<file path="config.mk">
export PLATFORM = sky130hd
export DESIGN_NAME = nvm_crc_and_fault_injection
export DESIGN_NICKNAME = d
export VERILOG_FILES = /design/src/hw/nvmcf_pkg.sv /design/src/hw/nvmcf_settings_rom.sv /design/src/hw/nvm_crc_and_fault_injection.sv
export VERILOG_INCLUDE_DIRS = /design/src /design/src/hw
export SDC_FILE = /design/constraint.sdc
export NUM_CORES = 1
export LEC_CHECK = 0
export BUFFER_PORTS_ARGS = -buffer_cell sky130_fd_sc_hd__clkbuf_2
export CAP_MARGIN = 20
export CORE_AREA = 2 2 131 133
export DETAILED_ROUTE_END_ITERATION = 8
export DIE_AREA = 0 0 133 135
export PLACE_DENSITY_LB_ADDON = 0.1
export SLEW_MARGIN = 25
export SYNTH_ARGS = -nofsm -noshare
export SYNTH_HDL_FRONTEND = slang
export SYNTH_HIERARCHICAL = 1
export SYNTH_SLANG_ARGS = --single-unit
</file>
<file path="constraint.sdc">
create_clock -name clk -period 2.2 [get_ports clk]
set_input_delay 0.22 -clock clk [delete_from_list [all_inputs] [get_ports clk]]
set_output_delay 0.22 -clock clk [all_outputs]
set_load 0.01 [all_outputs]
</file>
<file path="src/hw/nvmcf_consts.svh">
`ifndef NVMCF_CONSTS_SVH
`define NVMCF_CONSTS_SVH
// command codes
`define NVMCF_CMD_CRC 8'hF0
`define NVMCF_CMD_INJ 8'hF1
// crc generator and seed
`define NVMCF_CRC_POLY 16'h8005
`define NVMCF_CRC_SEED 16'h0000
// injection register field positions
`define NVMCF_BIT_FAULT_HOLD 15
`define NVMCF_BIT_OTF 14
`define NVMCF_BIT_OCF 12
`define NVMCF_BIT_LOCKOUT 11
`define NVMCF_BIT_VINOVF 10
`define NVMCF_BIT_UVF 9
`define NVMCF_BIT_OVF 8
`define NVMCF_BIT_WARN_HOLD 7
`define NVMCF_BIT_OCW 4
`define NVMCF_BIT_VINUVW 3
`define NVMCF_BIT_UVW 1
`define NVMCF_BIT_OVW 0
// injection register reset and usable bits
`define NVMCF_INJ_RESET 16'h0000
`define NVMCF_FAULT_MASK 16'h5F00
`define NVMCF_WARN_MASK 16'h001B
`define NVMCF_HOLD_MASK 16'h8080
`endif

</file>
<file path="src/hw/nvmcf_pkg.sv">
package nvmcf_pkg;
   typedef enum logic [1:0] {
      NVMCF_IDLE = 2'b00,
      NVMCF_REQ = 2'b01,
      NVMCF_RUN = 2'b10
   } nvmcf_state_t;
endpackage : nvmcf_pkg

</file>
<file path="src/hw/nvmcf_settings_rom.sv">
`timescale 1ns/10ps
`default_nettype none
// settings storage view: registered read port onto the stored settings words
module nvmcf_settings_rom
   import nvmcf_pkg::*;
#(
   parameter int WORDS = 16,
   parameter int AW = 4
)
(
   input wire logic clk,
   input wire logic reset,
   input wire logic [AW-1:0] readAddr,
   input wire logic [WORDS*16-1:0] settingsImage,
   output logic [15:0] readData
);
   // refuse a word count the address cannot reach
   if (WORDS < 1 || WORDS > (1 << AW))
   begin : g_bad_words
      $error("settings word count does not fit the address width");
   end

   // registered read keeps the crc engine off a long mux path
   always_ff @(posedge clk or posedge reset)
   begin
      if (reset)
      begin
         readData <= 16'h0000;
      end
      else
      begin
         readData <= settingsImage[readAddr*16 +: 16];
      end
   end
endmodule : nvmcf_settings_rom
`default_nettype wire

</file>
<file path="src/hw/nvm_crc_and_fault_injection.sv">
`timescale 1ns/10ps
`default_nettype none
`include "nvmcf_consts.svh"

////////////////////////////////////////////////////////////////////////////////
// Notes on behaviour
// - checksum is a 16-bit CRC, generator 0x8005, over stored settings.
// - checksum recomputed after boot and after each store or restore that arrives while no walk is running.
// - checksum is read-only 16-bit word at F0h; writes refused.
// - injection register at F1h accepts word writes and word reads.
// - each set fault or warning injection bit forces its detector output; many at once.
// - fault hold clear drops faults after one response; set keeps them.
// - warning hold clear drops warnings after one response; set keeps them.
// - fault bits 14,12,11,10,9,8; all reset to zero.
// - warning bits 4,3,1,0.
// - writing zero clears every injection; reserved bits 13,6,5,2 do nothing.
// - only lockout and output overvoltage fault injections act while conversion is off.
// - all other injections act only while conversion is enabled.
module nvm_crc_and_fault_injection
   import nvmcf_pkg::*;
#(
   parameter int WORDS = 16,
   parameter int AW = 4
)
(
   input wire logic clk,
   input wire logic reset,
   input wire logic cmdValid,
   input wire logic cmdWrite,
   input wire logic [7:0] cmdCode,
   input wire logic [15:0] cmdWriteData,
   output logic cmdAccept,
   output logic [15:0] cmdReadData,
   input wire logic [WORDS*16-1:0] settingsImage,
   input wire logic settingsStoreDone,
   input wire logic settingsRestoreDone,
   input wire logic conversionEnabled,
   input wire logic faultResponse,
   input wire logic [15:0] detectorRaw,
   output logic [15:0] detectorOut,
   output logic crcBusy
);
   // refuse a word count the walk counter cannot reach
   if (WORDS < 1 || WORDS > (1 << AW))
   begin : g_bad_words
      $error("settings word count does not fit the address width");
   end

   ////////////////////////////////////////////////////////////////////////////
   // one word folded msb-first into the running crc
   function automatic logic [15:0] crcWord(input logic [15:0] crc, input logic [15:0] data);
      logic [15:0] c;
      c = crc;
      for (int i = 15; i >= 0; i--)
      begin
         if (c[15] ^ data[i])
            c = {c[14:0], 1'b0} ^ `NVMCF_CRC_POLY;
         else
            c = {c[14:0], 1'b0};
      end
      return c;
   endfunction : crcWord

   typedef struct packed {
      nvmcf_state_t phase;
      logic [AW:0] index;
      logic [15:0] crcAcc;
      logic [15:0] crc;
      logic [15:0] inject;
   } nvmcf_regs_t;

   nvmcf_regs_t r;
   nvmcf_regs_t next_r;
   logic [15:0] romData;
   logic [15:0] faultGate;
   logic [15:0] activeInject;
   logic writeCrc;
   logic writeInject;
   logic readCrc;
   logic readInject;
   logic [15:0] crcStep;

   // one crc step shared by the walk and its checker
   assign crcStep = crcWord(r.crcAcc, romData);

   ////////////////////////////////////////////////////////////////////////////
   nvmcf_settings_rom #(.WORDS(WORDS), .AW(AW)) settingsRom (
      .clk(clk),
      .reset(reset),
      .readAddr(r.index[AW-1:0]),
      .settingsImage(settingsImage),
      .readData(romData)
   );

   // command decode; a write to the checksum is not accepted
   assign writeCrc = cmdValid && cmdWrite && cmdCode == `NVMCF_CMD_CRC;
   assign writeInject = cmdValid && cmdWrite && cmdCode == `NVMCF_CMD_INJ;
   assign readCrc = cmdValid && !cmdWrite && cmdCode == `NVMCF_CMD_CRC;
   assign readInject = cmdValid && !cmdWrite && cmdCode == `NVMCF_CMD_INJ;
   assign cmdAccept = cmdValid && (cmdCode == `NVMCF_CMD_INJ
      || (cmdCode == `NVMCF_CMD_CRC && !cmdWrite));

   // register read data held in a flop, chosen on the request cycle
   always_ff @(posedge clk or posedge reset)
   begin
      if (reset)
         cmdReadData <= 16'h0000;
      else if (readCrc)
         cmdReadData <= r.crc;
      else if (readInject)
         cmdReadData <= r.inject;
   end

   ////////////////////////////////////////////////////////////////////////////
   // conversion gating: lockout and output overvoltage fault also act while stopped
   always_comb
   begin
      faultGate = conversionEnabled ? 16'hFFFF
         : (16'h0001 << `NVMCF_BIT_LOCKOUT) | (16'h0001 << `NVMCF_BIT_OVF);
      activeInject = r.inject & (`NVMCF_FAULT_MASK | `NVMCF_WARN_MASK) & faultGate;
      detectorOut = detectorRaw | activeInject;
   end
   assign crcBusy = r.phase != NVMCF_IDLE;

   ////////////////////////////////////////////////////////////////////////////
   // state update: crc walk and injection register
   always_comb
   begin
      next_r = r;
      case (r.phase)
         NVMCF_IDLE:
         begin
            if (settingsStoreDone || settingsRestoreDone)
            begin
               next_r.phase = NVMCF_REQ;
               next_r.index = '0;
            end
         end
         NVMCF_REQ:
         begin
            // address presented; rom answers next edge
            next_r.crcAcc = `NVMCF_CRC_SEED;
            next_r.phase = NVMCF_RUN;
            next_r.index = r.index + 1'b1;
         end
         NVMCF_RUN:
         begin
            next_r.crcAcc = crcStep;
            if (r.index == (AW+1)'(WORDS))
            begin
               next_r.crc = crcStep;
               next_r.phase = NVMCF_IDLE;
               next_r.index = '0;
            end
            else
               next_r.index = r.index + 1'b1;
         end
         default:
            next_r.phase = NVMCF_IDLE;
      endcase
      // non-persistent injections retire after one response
      if (faultResponse && !r.inject[`NVMCF_BIT_FAULT_HOLD])
         next_r.inject = next_r.inject & ~`NVMCF_FAULT_MASK;
      if (faultResponse && !r.inject[`NVMCF_BIT_WARN_HOLD])
         next_r.inject = next_r.inject & ~`NVMCF_WARN_MASK;
      // a host write wins over retirement in the same cycle
      if (writeInject)
         next_r.inject = cmdWriteData;
   end

   // boot begins in the request phase so a checksum exists after reset
   always_ff @(posedge clk or posedge reset)
   begin
      if (reset)
      begin
         r.phase <= NVMCF_REQ;
         r.index <= '0;
         r.crcAcc <= `NVMCF_CRC_SEED;
         r.crc <= 16'h0000;
         r.inject <= `NVMCF_INJ_RESET;
      end
      else
         r <= next_r;
   end

   ////////////////////////////////////////////////////////////////////////////
   // command port: what is taken, what is refused, what comes back
   chk_crc_write_refused: assert property (@(posedge clk) disable iff (reset)
      writeCrc |-> !cmdAccept) else $error("checksum write accepted");

   chk_inject_accepted: assert property (@(posedge clk) disable iff (reset)
      cmdValid && cmdCode == `NVMCF_CMD_INJ |-> cmdAccept) else $error("injection access refused");

   chk_unknown_refused: assert property (@(posedge clk) disable iff (reset)
      cmdValid && cmdCode != `NVMCF_CMD_INJ && cmdCode != `NVMCF_CMD_CRC |-> !cmdAccept)
      else $error("unknown command accepted");

   chk_crc_read_data: assert property (@(posedge clk) disable iff (reset)
      readCrc |=> cmdReadData == $past(r.crc)) else $error("checksum read wrong");

   chk_inject_read_data: assert property (@(posedge clk) disable iff (reset)
      readInject |=> cmdReadData == $past(r.inject)) else $error("injection read wrong");

   chk_read_data_holds: assert property (@(posedge clk) disable iff (reset)
      !readCrc && !readInject |=> $stable(cmdReadData)) else $error("read data moved");

   chk_write_stores_word: assert property (@(posedge clk) disable iff (reset)
      writeInject |=> r.inject == $past(cmdWriteData)) else $error("injection write lost");

   ////////////////////////////////////////////////////////////////////////////
   // detector forcing and conversion gating
   chk_inject_forces_out: assert property (@(posedge clk) disable iff (reset)
      (r.inject[`NVMCF_BIT_LOCKOUT]) |-> detectorOut[`NVMCF_BIT_LOCKOUT])
      else $error("lockout injection not forced");

   chk_overvolt_forced: assert property (@(posedge clk) disable iff (reset)
      r.inject[`NVMCF_BIT_OVF] |-> detectorOut[`NVMCF_BIT_OVF])
      else $error("overvoltage injection not forced");

   chk_running_forces: assert property (@(posedge clk) disable iff (reset)
      conversionEnabled |-> (r.inject & (`NVMCF_FAULT_MASK | `NVMCF_WARN_MASK) & ~detectorOut) == 16'h0000)
      else $error("injection not forced while running");

   chk_raw_passes: assert property (@(posedge clk) disable iff (reset)
      (detectorOut & detectorRaw) == detectorRaw) else $error("real detector masked");

   chk_reserved_no_effect: assert property (@(posedge clk) disable iff (reset)
      detectorOut[13] == detectorRaw[13] && detectorOut[2] == detectorRaw[2])
      else $error("reserved bit reached a detector");

   chk_stopped_gating: assert property (@(posedge clk) disable iff (reset)
      !conversionEnabled |-> detectorOut[14] == detectorRaw[14] && detectorOut[9] == detectorRaw[9])
      else $error("injection acted while stopped");

   ////////////////////////////////////////////////////////////////////////////
   // persistence: retirement only on a response, hold bits untouched by it
   chk_fault_retire_once: assert property (@(posedge clk) disable iff (reset)
      faultResponse && !r.inject[15] && !writeInject |=> (r.inject & `NVMCF_FAULT_MASK) == 16'h0000)
      else $error("fault injection not retired");

   chk_fault_hold_keeps: assert property (@(posedge clk) disable iff (reset)
      r.inject[15] && !writeInject |=> r.inject[14:8] == $past(r.inject[14:8]))
      else $error("held fault injection changed");

   chk_warn_retire_once: assert property (@(posedge clk) disable iff (reset)
      faultResponse && !r.inject[7] && !writeInject |=> (r.inject & `NVMCF_WARN_MASK) == 16'h0000)
      else $error("warning injection not retired");

   chk_warn_hold_keeps: assert property (@(posedge clk) disable iff (reset)
      r.inject[7] && !writeInject |=> r.inject[4:0] == $past(r.inject[4:0]))
      else $error("held warning injection changed");

   chk_inject_quiet: assert property (@(posedge clk) disable iff (reset)
      !faultResponse && !writeInject |=> $stable(r.inject)) else $error("injection changed unprompted");

   chk_hold_bits_kept: assert property (@(posedge clk) disable iff (reset)
      faultResponse && !writeInject |=> r.inject[15] == $past(r.inject[15]) && r.inject[7] == $past(r.inject[7]))
      else $error("hold bit lost on response");

   ////////////////////////////////////////////////////////////////////////////
   // checksum walk: start, seed, length and publication
   chk_crc_held_idle: assert property (@(posedge clk) disable iff (reset)
      r.phase == NVMCF_IDLE |=> $stable(r.crc)) else $error("checksum moved while idle");

   chk_store_starts: assert property (@(posedge clk) disable iff (reset)
      r.phase == NVMCF_IDLE && (settingsStoreDone || settingsRestoreDone) |=> r.phase == NVMCF_REQ)
      else $error("refresh not started");

   chk_request_seeds: assert property (@(posedge clk) disable iff (reset)
      r.phase == NVMCF_REQ |=> r.phase == NVMCF_RUN && r.crcAcc == `NVMCF_CRC_SEED)
      else $error("walk not seeded");

   chk_walk_ends: assert property (@(posedge clk) disable iff (reset)
      r.phase == NVMCF_RUN && r.index == (AW+1)'(WORDS) |=> r.phase == NVMCF_IDLE)
      else $error("walk overran");

   chk_crc_refresh_time: assert property (@(posedge clk) disable iff (reset)
      $rose(crcBusy) |-> ##[1:40] !crcBusy) else $error("checksum refresh too slow");

   chk_boot_crc_done: assert property (@(posedge clk) disable iff (reset)
      r.phase == NVMCF_RUN && r.index == (AW+1)'(WORDS) |=> r.crc == $past(crcStep))
      else $error("checksum not published");

   // main scenarios worth seeing once
   cov_crc_read: cover property (@(posedge clk) readCrc);
   cov_store_refresh: cover property (@(posedge clk) settingsStoreDone && !crcBusy);
   cov_retire: cover property (@(posedge clk) faultResponse && r.inject[14]);
   cov_multi_inject: cover property (@(posedge clk) detectorOut[12] && detectorOut[4] && !detectorRaw[12]);
   cov_stopped_lockout: cover property (@(posedge clk) !conversionEnabled && detectorOut[11] && !detectorRaw[11]);
endmodule : nvm_crc_and_fault_injection
`default_nettype wire

</file>
==> impl_metrics.csv, run 1 <==
group,metric,value,unit
status,status,"completed",
global_route,grt_pass1_wl,32.5,mm
die,die_area,18000,um2
worst_setup_path,worstSetupStartpointType,"register",
sta,hold_violations,0,
worst_setup_path,worstPathArrival,2240,ps
cells_and_area,final_common_cell,"clkbuf_2",
cells_and_area,drive_gt1_frac,0.523,
cells_and_area,layout_common_cells,"clkbuf_2, dfrtp_1, nand2_1",
power_and_ir_drop,cellPowerDensity,1060,nW/um2
clock_network,htree_levels,3,
worst_setup_path,r2r_cells,6,
clock_network,cts_tree,"built",
routing,drt-initial-drc-count,356,
clock_network,clock-root-buffer,"clkbuf_16",
worst_setup_path,r2r_start,"r[44]",
logic_synthesis,synthFlopType,"dfrtp_1",
routing,wl_per_cell,21.1,um
placement,place_congestion,0.933,
die,die_y,135,um
power_and_ir_drop,comb_power_share,0.575,
worst_setup_path,crit_end,"r[32]",
sta,finalCriticalPeriod,2020,ps
logic_synthesis,ys_warn_count,6,
logic_synthesis,syn-instance-count,497,
worst_setup_path,cp.required,2420,ps
sta,setup_viol,0,
clock_network,postCtsSetupBuffers,0,
power_and_ir_drop,seqPwrFrac,0.241,
worst_setup_path,end_kind,"register",
sta,rsz0062_at_grt,"false",
power_and_ir_drop,power_switching,3.18,mW
placement,pre_cts_ws,173,ps
sta,finClkSkew,3.49,ps
worst_setup_path,crit_fanout,3,
logic_synthesis,syn_nets,807,
routing,drc,0,
clock_network,clkLatencyLatePin,340,ps
die,io_pins,338,
sta,tns,0,ps
worst_setup_path,path_class,"reg2reg",
routing,first_pass_iters,4,
worst_setup_path,startpoint,"r[44]",
worst_setup_path,rr_endpoint,"r[32]",
power_and_ir_drop,clkPwrFrac,0.184,
job,max-cap-violations,0,
clock_network,path_clk_slew,60,ps
clock_network,clock_path_buffers,2,
logic_synthesis,synth_cell_types,41,
global_route,grtUsageTotal,0.241,
die,num_rows,47,
sta,slew_headroom,0.520,
global_route,antenna_found_initial,3,
sta,worst_slack,175,ps
placement,dp_hpwl,18.4,mm
placement,io_buffer_count,325,
routing,antenna_left,0,
logic_synthesis,synth.avg_cell_area,11.7,um2
sta,clock.fmax,494,MHz
hold_path,min_path_type,"in2reg",
cells_and_area,syn2layout_area_growth,37.3,%
global_route,grt_pass1_vias,5547,
logic_synthesis,synth_area,5820,um2
logic_synthesis,ys_seq_elements,87,
die,fp.coreArea,16400,um2
global_route,overflow,0,
global_route,grt_max_degree,72,
sta,finalMaxSlewViolations,0,
logic_synthesis,yosysSeqAreaShare,0.374,
power_and_ir_drop,p_int,5.31,mW
routing,avgViaCountPerCell,5.17,
cells_and_area,nNetsFinal,1121,
clock_network,cts_resized,0,
logic_synthesis,synth_edf_count,0,
routing,drt_wl_total,21.9,mm
power_and_ir_drop,vdd_drop_max,0.979,mV
die,start_util,0.355,
die,fp.dieW,133,um
routing,via_count,5358,
sta,period_share,0.920,
sta,tightest_slew,720,ps
power_and_ir_drop,p_sw_frac,0.374,
clock_network,postCtsHoldBufs,1,
worst_setup_path,r2r_setup_slack,180,ps
power_and_ir_drop,total_leakage_power,3.88,nW
clock_network,cts.sinks,87,
logic_synthesis,async_flop_share,1.00,
clock_network,numCtsBuffers,9,
-- sequential cells by signal, indices dropped and copies added, names as in the netlist --
register,flops
r,55
cmdReadData,16
settingsRom/readData,16
-- worst min-delay path by stage --
stage	start	to	slack (ps)	depth (start not counted)
after global routing	cmdWriteData[9]	r[9]	100	3
after CTS	cmdWriteData[9]	r[9]	80	3
after global placement	reset	r[27]	340	3
after detailed placement	reset	r[26]	330	3
final	cmdWriteData[9]	r[9]	90	3
after floorplan	reset	settingsRom/readData[0]	130	1
-- critical path, stage by stage, from the launching register on --
cell and delay [ps]:
dfrtp_1 390, xnor2_1 300, xnor2_1 240, xnor2_1 170, xnor3_2 500, xnor2_1 230, o22ai_1 90
-- cell type report --
class | instances | area, um2
fillers | 1614 | 8420
multi-input cells | 344 | 3320
flip-flops and latches | 87 | 2180
repair buffers | 344 | 1810
well taps | 220 | 275
clock buffers | 12 | 256
inverters | 25 | 93.8
clock inverters | 4 | 52.6
diodes | 1 | 2.50
-- metal layers --
layer	share of wire	track usage	vias up
li1	-	-	2481
met5	0.0012	0	-
met1	0.42	0.323	2564
met4	0.017	0.0657	4
met2	0.49	0.400	282
met3	0.076	0.0503	27
-- logic make-up after synthesis --
logic type | synth area share
flops | 0.374
buf+inv | 0.0563
fa+ha+maj | 0.0129
xor+xnor | 0.0748
simple gates | 0.0722
mux | 0.293
compound gates | 0.116
-- power by group through the flow --
stage	logic (mW)	registers (mW)	clock network, mW
final	4.88	2.04	1.56
after global routing	5.28	2.07	1.66
after CTS	4.91	2.05	1.60
after detailed placement	4.89	2.08	0
after global placement	4.85	2.06	0
after floorplan	3.78	2.04	0
-- cells in the mapped netlist (all sizes together), types with 16 or more instances --
library cell | count | area share
o21ai | 35 | 0.030
dfrtp | 86 | 0.37
o22ai | 16 | 0.017
inv | 24 | 0.015
clkbuf | 16 | 0.011
xnor2 | 33 | 0.054
nor2 | 21 | 0.014
nand2 | 60 | 0.039
mux4 | 64 | 0.25
a21oi | 17 | 0.015
buf | 25 | 0.030
a22oi | 32 | 0.041
mux2i | 16 | 0.028
-- stage by stage --
step	utilization	hold slack, ps	instance area [um2]	std cells	total power, mW
4_1_cts	0.487	76.9	7990	1036	8.56
2_1_floorplan	-	134	5820	497	5.82
3_5_place_dp	0.467	331	7670	1019	6.97
5_1_grt	0.487	97.2	7990	1037	9.01
6_report	0.487	88.6	7990	1037	8.48
3_3_place_gp	0.467	337	7670	1019	6.92
(Power assumes the default switching activity.)
==> run 2: changes to the inputs <==
- BUFFER_PORTS_ARGS: -buffer_cell sky130_fd_sc_hd__clkbuf_2 -> default
- CORE_AREA: 2 2 131 133 -> 2 2 132 134
- DIE_AREA: 0 0 133 135 -> 0 0 134 136
- DONT_BUFFER_PORTS: default -> 1
==> impl_metrics.csv, run 2 (synthesized netlist as in run 1, its figures left out) <==
group,metric,value,unit
status,status,"completed",
sta,worst_slack,187,ps
routing,first_pass_iters,4,
placement,dp_hpwl,16.1,mm
cells_and_area,nNetsFinal,800,
sta,finClkSkew,6.92,ps
clock_network,clock-root-buffer,"clkbuf_16",
global_route,antenna_found_initial,11,
cells_and_area,stdcell_count,722,
worst_setup_path,path_class,"reg2reg",
cells_and_area,largest_reg_flops,55,
worst_setup_path,cp.required,2400,ps
clock_network,clock_path_buffers,2,
routing,wl_per_cell,27.3,um
power_and_ir_drop,clkPwrFrac,0.187,
sta,whs,21.5,ps
worst_setup_path,crit_family,"XOR/XNOR gates",
clock_network,clkLatencyLatePin,330,ps
clock_network,cts_tree,"built",
power_and_ir_drop,total_leakage_power,2.54,nW
worst_setup_path,slowest_delay,490,ps
die,num_rows,48,
cells_and_area,top_register,"r",
placement,dpl_cell_area,6030,um2
placement,io_buffer_count,0,
global_route,overflow,0,
power_and_ir_drop,p_int,5.08,mW
cells_and_area,design_area,6430,um2
sta,period_share,0.915,
global_route,grt_pass1_wl,28.0,mm
worst_setup_path,path_cells,"xnor2_1 -> xnor2_2 -> xnor2_1 -> xnor3_2 -> xnor2_1 -> o22ai_1",
clock_network,cts.sinks,87,
cells_and_area,syn2layout_area_growth,10.5,%
power_and_ir_drop,seqPwrFrac,0.252,
worst_setup_path,crit_fanout,3,
placement,dp.cells,695,
clock_network,numCtsBuffers,9,
power_and_ir_drop,cellPowerDensity,1270,nW/um2
power_and_ir_drop,vdd_drop_max,0.886,mV
cells_and_area,post-route-util,0.381,
global_route,grtUsageTotal,0.214,
sta,setup_viol,0,
routing,avgViaCountPerCell,5.75,
sta,tightest_slew,746,ps
die,die_y,136,um
routing,drt_wl_total,19.7,mm
global_route,grt_max_degree,72,
placement,place_congestion,0.837,
clock_network,htree_levels,3,
global_route,grt_pass1_vias,4211,
worst_setup_path,critPathBufInv,0,
routing,drc,0,
placement,pre_cts_ws,153,ps
cells_and_area,layout_common_cells,"dfrtp_1, nand2_1, mux4_2",
cells_and_area,reg_top3,"r x55, cmdReadData x16, settingsRom/readData x16",
sta,finalMaxSlewViolations,0,
worst_setup_path,crit_slowest_cell,"xnor3_2",
die,die_area,18200,um2
routing,via_count,4150,
die,io_pins,338,
cells_and_area,fillCellCount,1641,
worst_setup_path,worstPathArrival,2220,ps
clock_network,postCtsSetupBuffers,0,
cells_and_area,drive_gt1_frac,0.200,
sta,slew_headroom,0.503,
routing,antenna_left,0,
cells_and_area,final_common_cell,"dfrtp_1",
power_and_ir_drop,p_sw_frac,0.378,
worst_setup_path,end_kind,"register",
clock_network,path_clk_slew,60,ps
sta,hold_violations,0,
die,fp.dieW,134,um
worst_setup_path,path_common_cell,"xnor2_1",
sta,tns,0,ps
hold_path,min_path_type,"in2reg",
worst_setup_path,worstSetupStartpointType,"register",
sta,finalCriticalPeriod,2010,ps
die,start_util,0.345,
routing,drt-initial-drc-count,254,
power_and_ir_drop,total_power,8.17,mW
die,fp.coreArea,16900,um2
power_and_ir_drop,comb_power_share,0.561,
sta,clock.fmax,497,MHz
sta,rsz0062_at_grt,"false",
power_and_ir_drop,power_switching,3.09,mW
job,max-cap-violations,0,
[run 2: area by class of cell]
cell class / instances / area, um2 / area share
multi-input combinational: 344 / 3320 / 0.517
sequential: 87 / 2180 / 0.339
tap: 225 / 282 / 0.0438
timing repair buffer: 23 / 245 / 0.0381
clock buffer: 11 / 243 / 0.0377
inverter: 25 / 93.8 / 0.0146
clock inverter: 5 / 56.3 / 0.00875
antenna: 2 / 5.00 / 0.000778
[run 2: worst paths after layout]
path                                 start                       to  slack [ps]  depth (start not counted)
hold reg to reg                      r[23]                    r[23]         480                          2
max in group asynchronous            reset  settingsRom/readData[1]        1320                          2
setup reg to reg                     r[40]                    r[33]         190                          6
hold / removal             cmdWriteData[6]                     r[6]          20                          1
setup / recovery                     r[40]                    r[33]         190                          6
min in group asynchronous            reset                    r[45]         450                          3
[run 2: what timing repair did]
item                                   4_1_cts  5_1_grt
gates resized for setup                      0        1
hold buffers                                 9        0
endpoints found under the hold margin       94        0
setup endpoints to repair                    0        1
[run 2: power by group through the flow]
stage                     Combinational (mW)  Clock, mW  Sequential (mW)
after detailed placement                4.60          0             2.09
after global placement                  4.51          0             2.09
after floorplan                         3.78          0             2.04
after CTS                               4.61       1.59             2.07
after global routing                    4.97       1.65             2.09
final                                   4.58       1.53             2.06
[run 2: worst reg2reg max path: stages (launching register included)]
cell and delay (ps):
dfrtp_1 390, xnor2_1 330, xnor2_2 210, xnor2_1 160
xnor3_2 490, xnor2_1 230, o22ai_1 90
[run 2: metal layers]
layer  share of wire  vias up  wire, um  global-route usage
met5          0.0043        -        84                   0
met4           0.011       14       222              0.0591
met3            0.10       31      2030              0.0656
met2            0.48      241      9430               0.341
met1            0.40     2023      7960               0.282
li1                -     1841         -                   -
==> run 3: changes to the inputs <==
- RECOVER_POWER: default -> 25
==> impl_metrics.csv, run 3 (synthesized netlist as in run 1, its figures left out) <==
group,metric,value,unit
job,max-cap-violations,0,
routing,via_count,4177,
placement,dp_hpwl,16.1,mm
cells_and_area,syn2layout_area_growth,10.4,%
power_and_ir_drop,power_switching,3.09,mW
sta,slew_headroom,0.318,
sta,setup_viol,0,
worst_setup_path,cp.required,2400,ps
die,start_util,0.345,
worst_setup_path,crit_slowest_cell,"xnor3_2",
worst_setup_path,rr_endpoint,"r[33]",
global_route,grtUsageTotal,0.214,
die,fp.coreArea,16900,um2
cells_and_area,post-route-util,0.381,
sta,whs,21.4,ps
sta,hold_violations,0,
clock_network,clock_path_buffers,2,
cells_and_area,final_common_cell,"dfrtp_1",
power_and_ir_drop,p_sw_frac,0.378,
power_and_ir_drop,clkPwrFrac,0.187,
clock_network,numCtsBuffers,9,
power_and_ir_drop,total_power,8.16,mW
die,io_pins,338,
global_route,grt_max_degree,72,
global_route,grt_pass1_wl,28.0,mm
sta,period_share,0.915,
status,status,"completed",
worst_setup_path,path_common_cell,"xnor2_1",
routing,drt-initial-drc-count,254,
sta,finClkSkew,7.05,ps
global_route,overflow,0,
power_and_ir_drop,comb_power_share,0.561,
cells_and_area,drive_gt1_frac,0.198,
cells_and_area,reg_top3,"r x55, cmdReadData x16, settingsRom/readData x16",
clock_network,postCtsSetupBuffers,0,
power_and_ir_drop,vdd_drop_max,0.888,mV
hold_path,min_path_type,"in2reg",
cells_and_area,top_register,"r",
clock_network,htree_levels,3,
global_route,antenna_found_initial,11,
routing,drt_wl_total,19.7,mm
worst_setup_path,r2r_cells,6,
worst_setup_path,path_cells,"xnor2_1 -> xnor2_2 -> xnor2_1 -> xnor3_2 -> xnor2_1 -> o22ai_1",
die,fp.dieW,134,um
worst_setup_path,crit_fanout,3,
routing,first_pass_iters,4,
power_and_ir_drop,total_leakage_power,2.53,nW
clock_network,cts.sinks,87,
cells_and_area,layout_common_cells,"dfrtp_1, nand2_1, mux4_2",
die,die_area,18200,um2
hold_path,whs_endpoint,"r[6]",
sta,rsz0062_at_grt,"false",
sta,clock.fmax,497,MHz
cells_and_area,design_area,6420,um2
cells_and_area,largest_reg_flops,55,
die,die_y,136,um
clock_network,path_clk_slew,60,ps
worst_setup_path,path_class,"reg2reg",
power_and_ir_drop,cellPowerDensity,1270,nW/um2
cells_and_area,nNetsFinal,800,
placement,io_buffer_count,0,
placement,place_congestion,0.837,
hold_path,hp-start,"cmdWriteData[6]",
clock_network,cts_tree,"built",
sta,finalCriticalPeriod,2010,ps
sta,tns,0,ps
placement,dpl_cell_area,6030,um2
sta,finalMaxSlewViolations,0,
routing,avgViaCountPerCell,5.77,
routing,antenna_left,0,
worst_setup_path,worstPathArrival,2220,ps
global_route,grt_pass1_vias,4211,
hold_path,hold_depth,1,
worst_setup_path,slowest_delay,490,ps
routing,wl_per_cell,27.3,um
worst_setup_path,r2r_start,"r[40]",
sta,tightest_slew,1020,ps
clock_network,clock-root-buffer,"clkbuf_16",
worst_setup_path,end_kind,"register",
power_and_ir_drop,p_int,5.08,mW
worst_setup_path,r2r_setup_slack,190,ps
clock_network,clkLatencyLatePin,330,ps
worst_setup_path,worstSetupStartpointType,"register",
power_and_ir_drop,seqPwrFrac,0.253,
die,num_rows,48,
routing,drc,0,
run 3: changes by cell type in the layout (fill, tap and decap cells not counted), sizes merged:
| cell | before | now |
|---|---|---|
| diode | 2 | 4 |
| buf | 14 | 13 |
| clkbuf | 11 | 12 |
| clkinv | 3 | 4 |
| inv | 25 | 24 |
run 3: power groups by stage:
stage | Combinational (mW) | Clock [mW] | Sequential, mW
floorplan | 3.78 | 0 | 2.04
global placement | 4.51 | 0 | 2.09
detailed placement | 4.60 | 0 | 2.09
CTS | 4.61 | 1.59 | 2.07
global route | 4.97 | 1.65 | 2.09
finish | 4.58 | 1.53 | 2.06
run 3: worst max path at each step:
stage | start | to | slack (ps) | cells past startpoint
after CTS | r[41] | r[33] | 150 | 6
after floorplan | reset | cmdReadData[0] | 190 | 1
final | r[40] | r[33] | 190 | 6
after detailed placement | r[41] | r[32] | 150 | 6
after global placement | r[40] | r[33] | 210 | 6
after global routing | r[40] | r[33] | 10 | 6
run 3: layout make-up:
class / count / area (um2)
tap: 225 / 282
clock buffer: 11 / 243
multi-input combinational: 344 / 3320
sequential: 87 / 2180
timing repair buffer: 23 / 233
inverter: 25 / 93.8
antenna: 4 / 10.0
fill: 1641 / 10500
clock inverter: 5 / 56.3
run 3: repair_timing:
item                                   in CTS  in global routing
setup endpoints to repair                   0                  1
resized for setup                           0                  1
endpoints found under the hold margin      94                  0
hold buffers                                9                  0
run 3: critical path: cells and delay by family (launching register included):
kind,cells,cell delay [ps]
flops,1,390
compound gates,1,90
xor+xnor,5,1420
run 3: layer usage:
layer,vias up,global-route usage,share of wire,wire length (um)
li1,1844,-,-,-
met5,-,0,0.0043,84
met2,261,0.341,0.48,9430
met3,33,0.0656,0.11,2110
met4,14,0.0591,0.012,231
met1,2025,0.282,0.40,7870
run 3: per-stage QoR:
stage	cells	setup slack, ps
floorplan	497	185
global placement	695	209
detailed placement	695	153
CTS	720	150
global route	720	12.0
finish	724	186
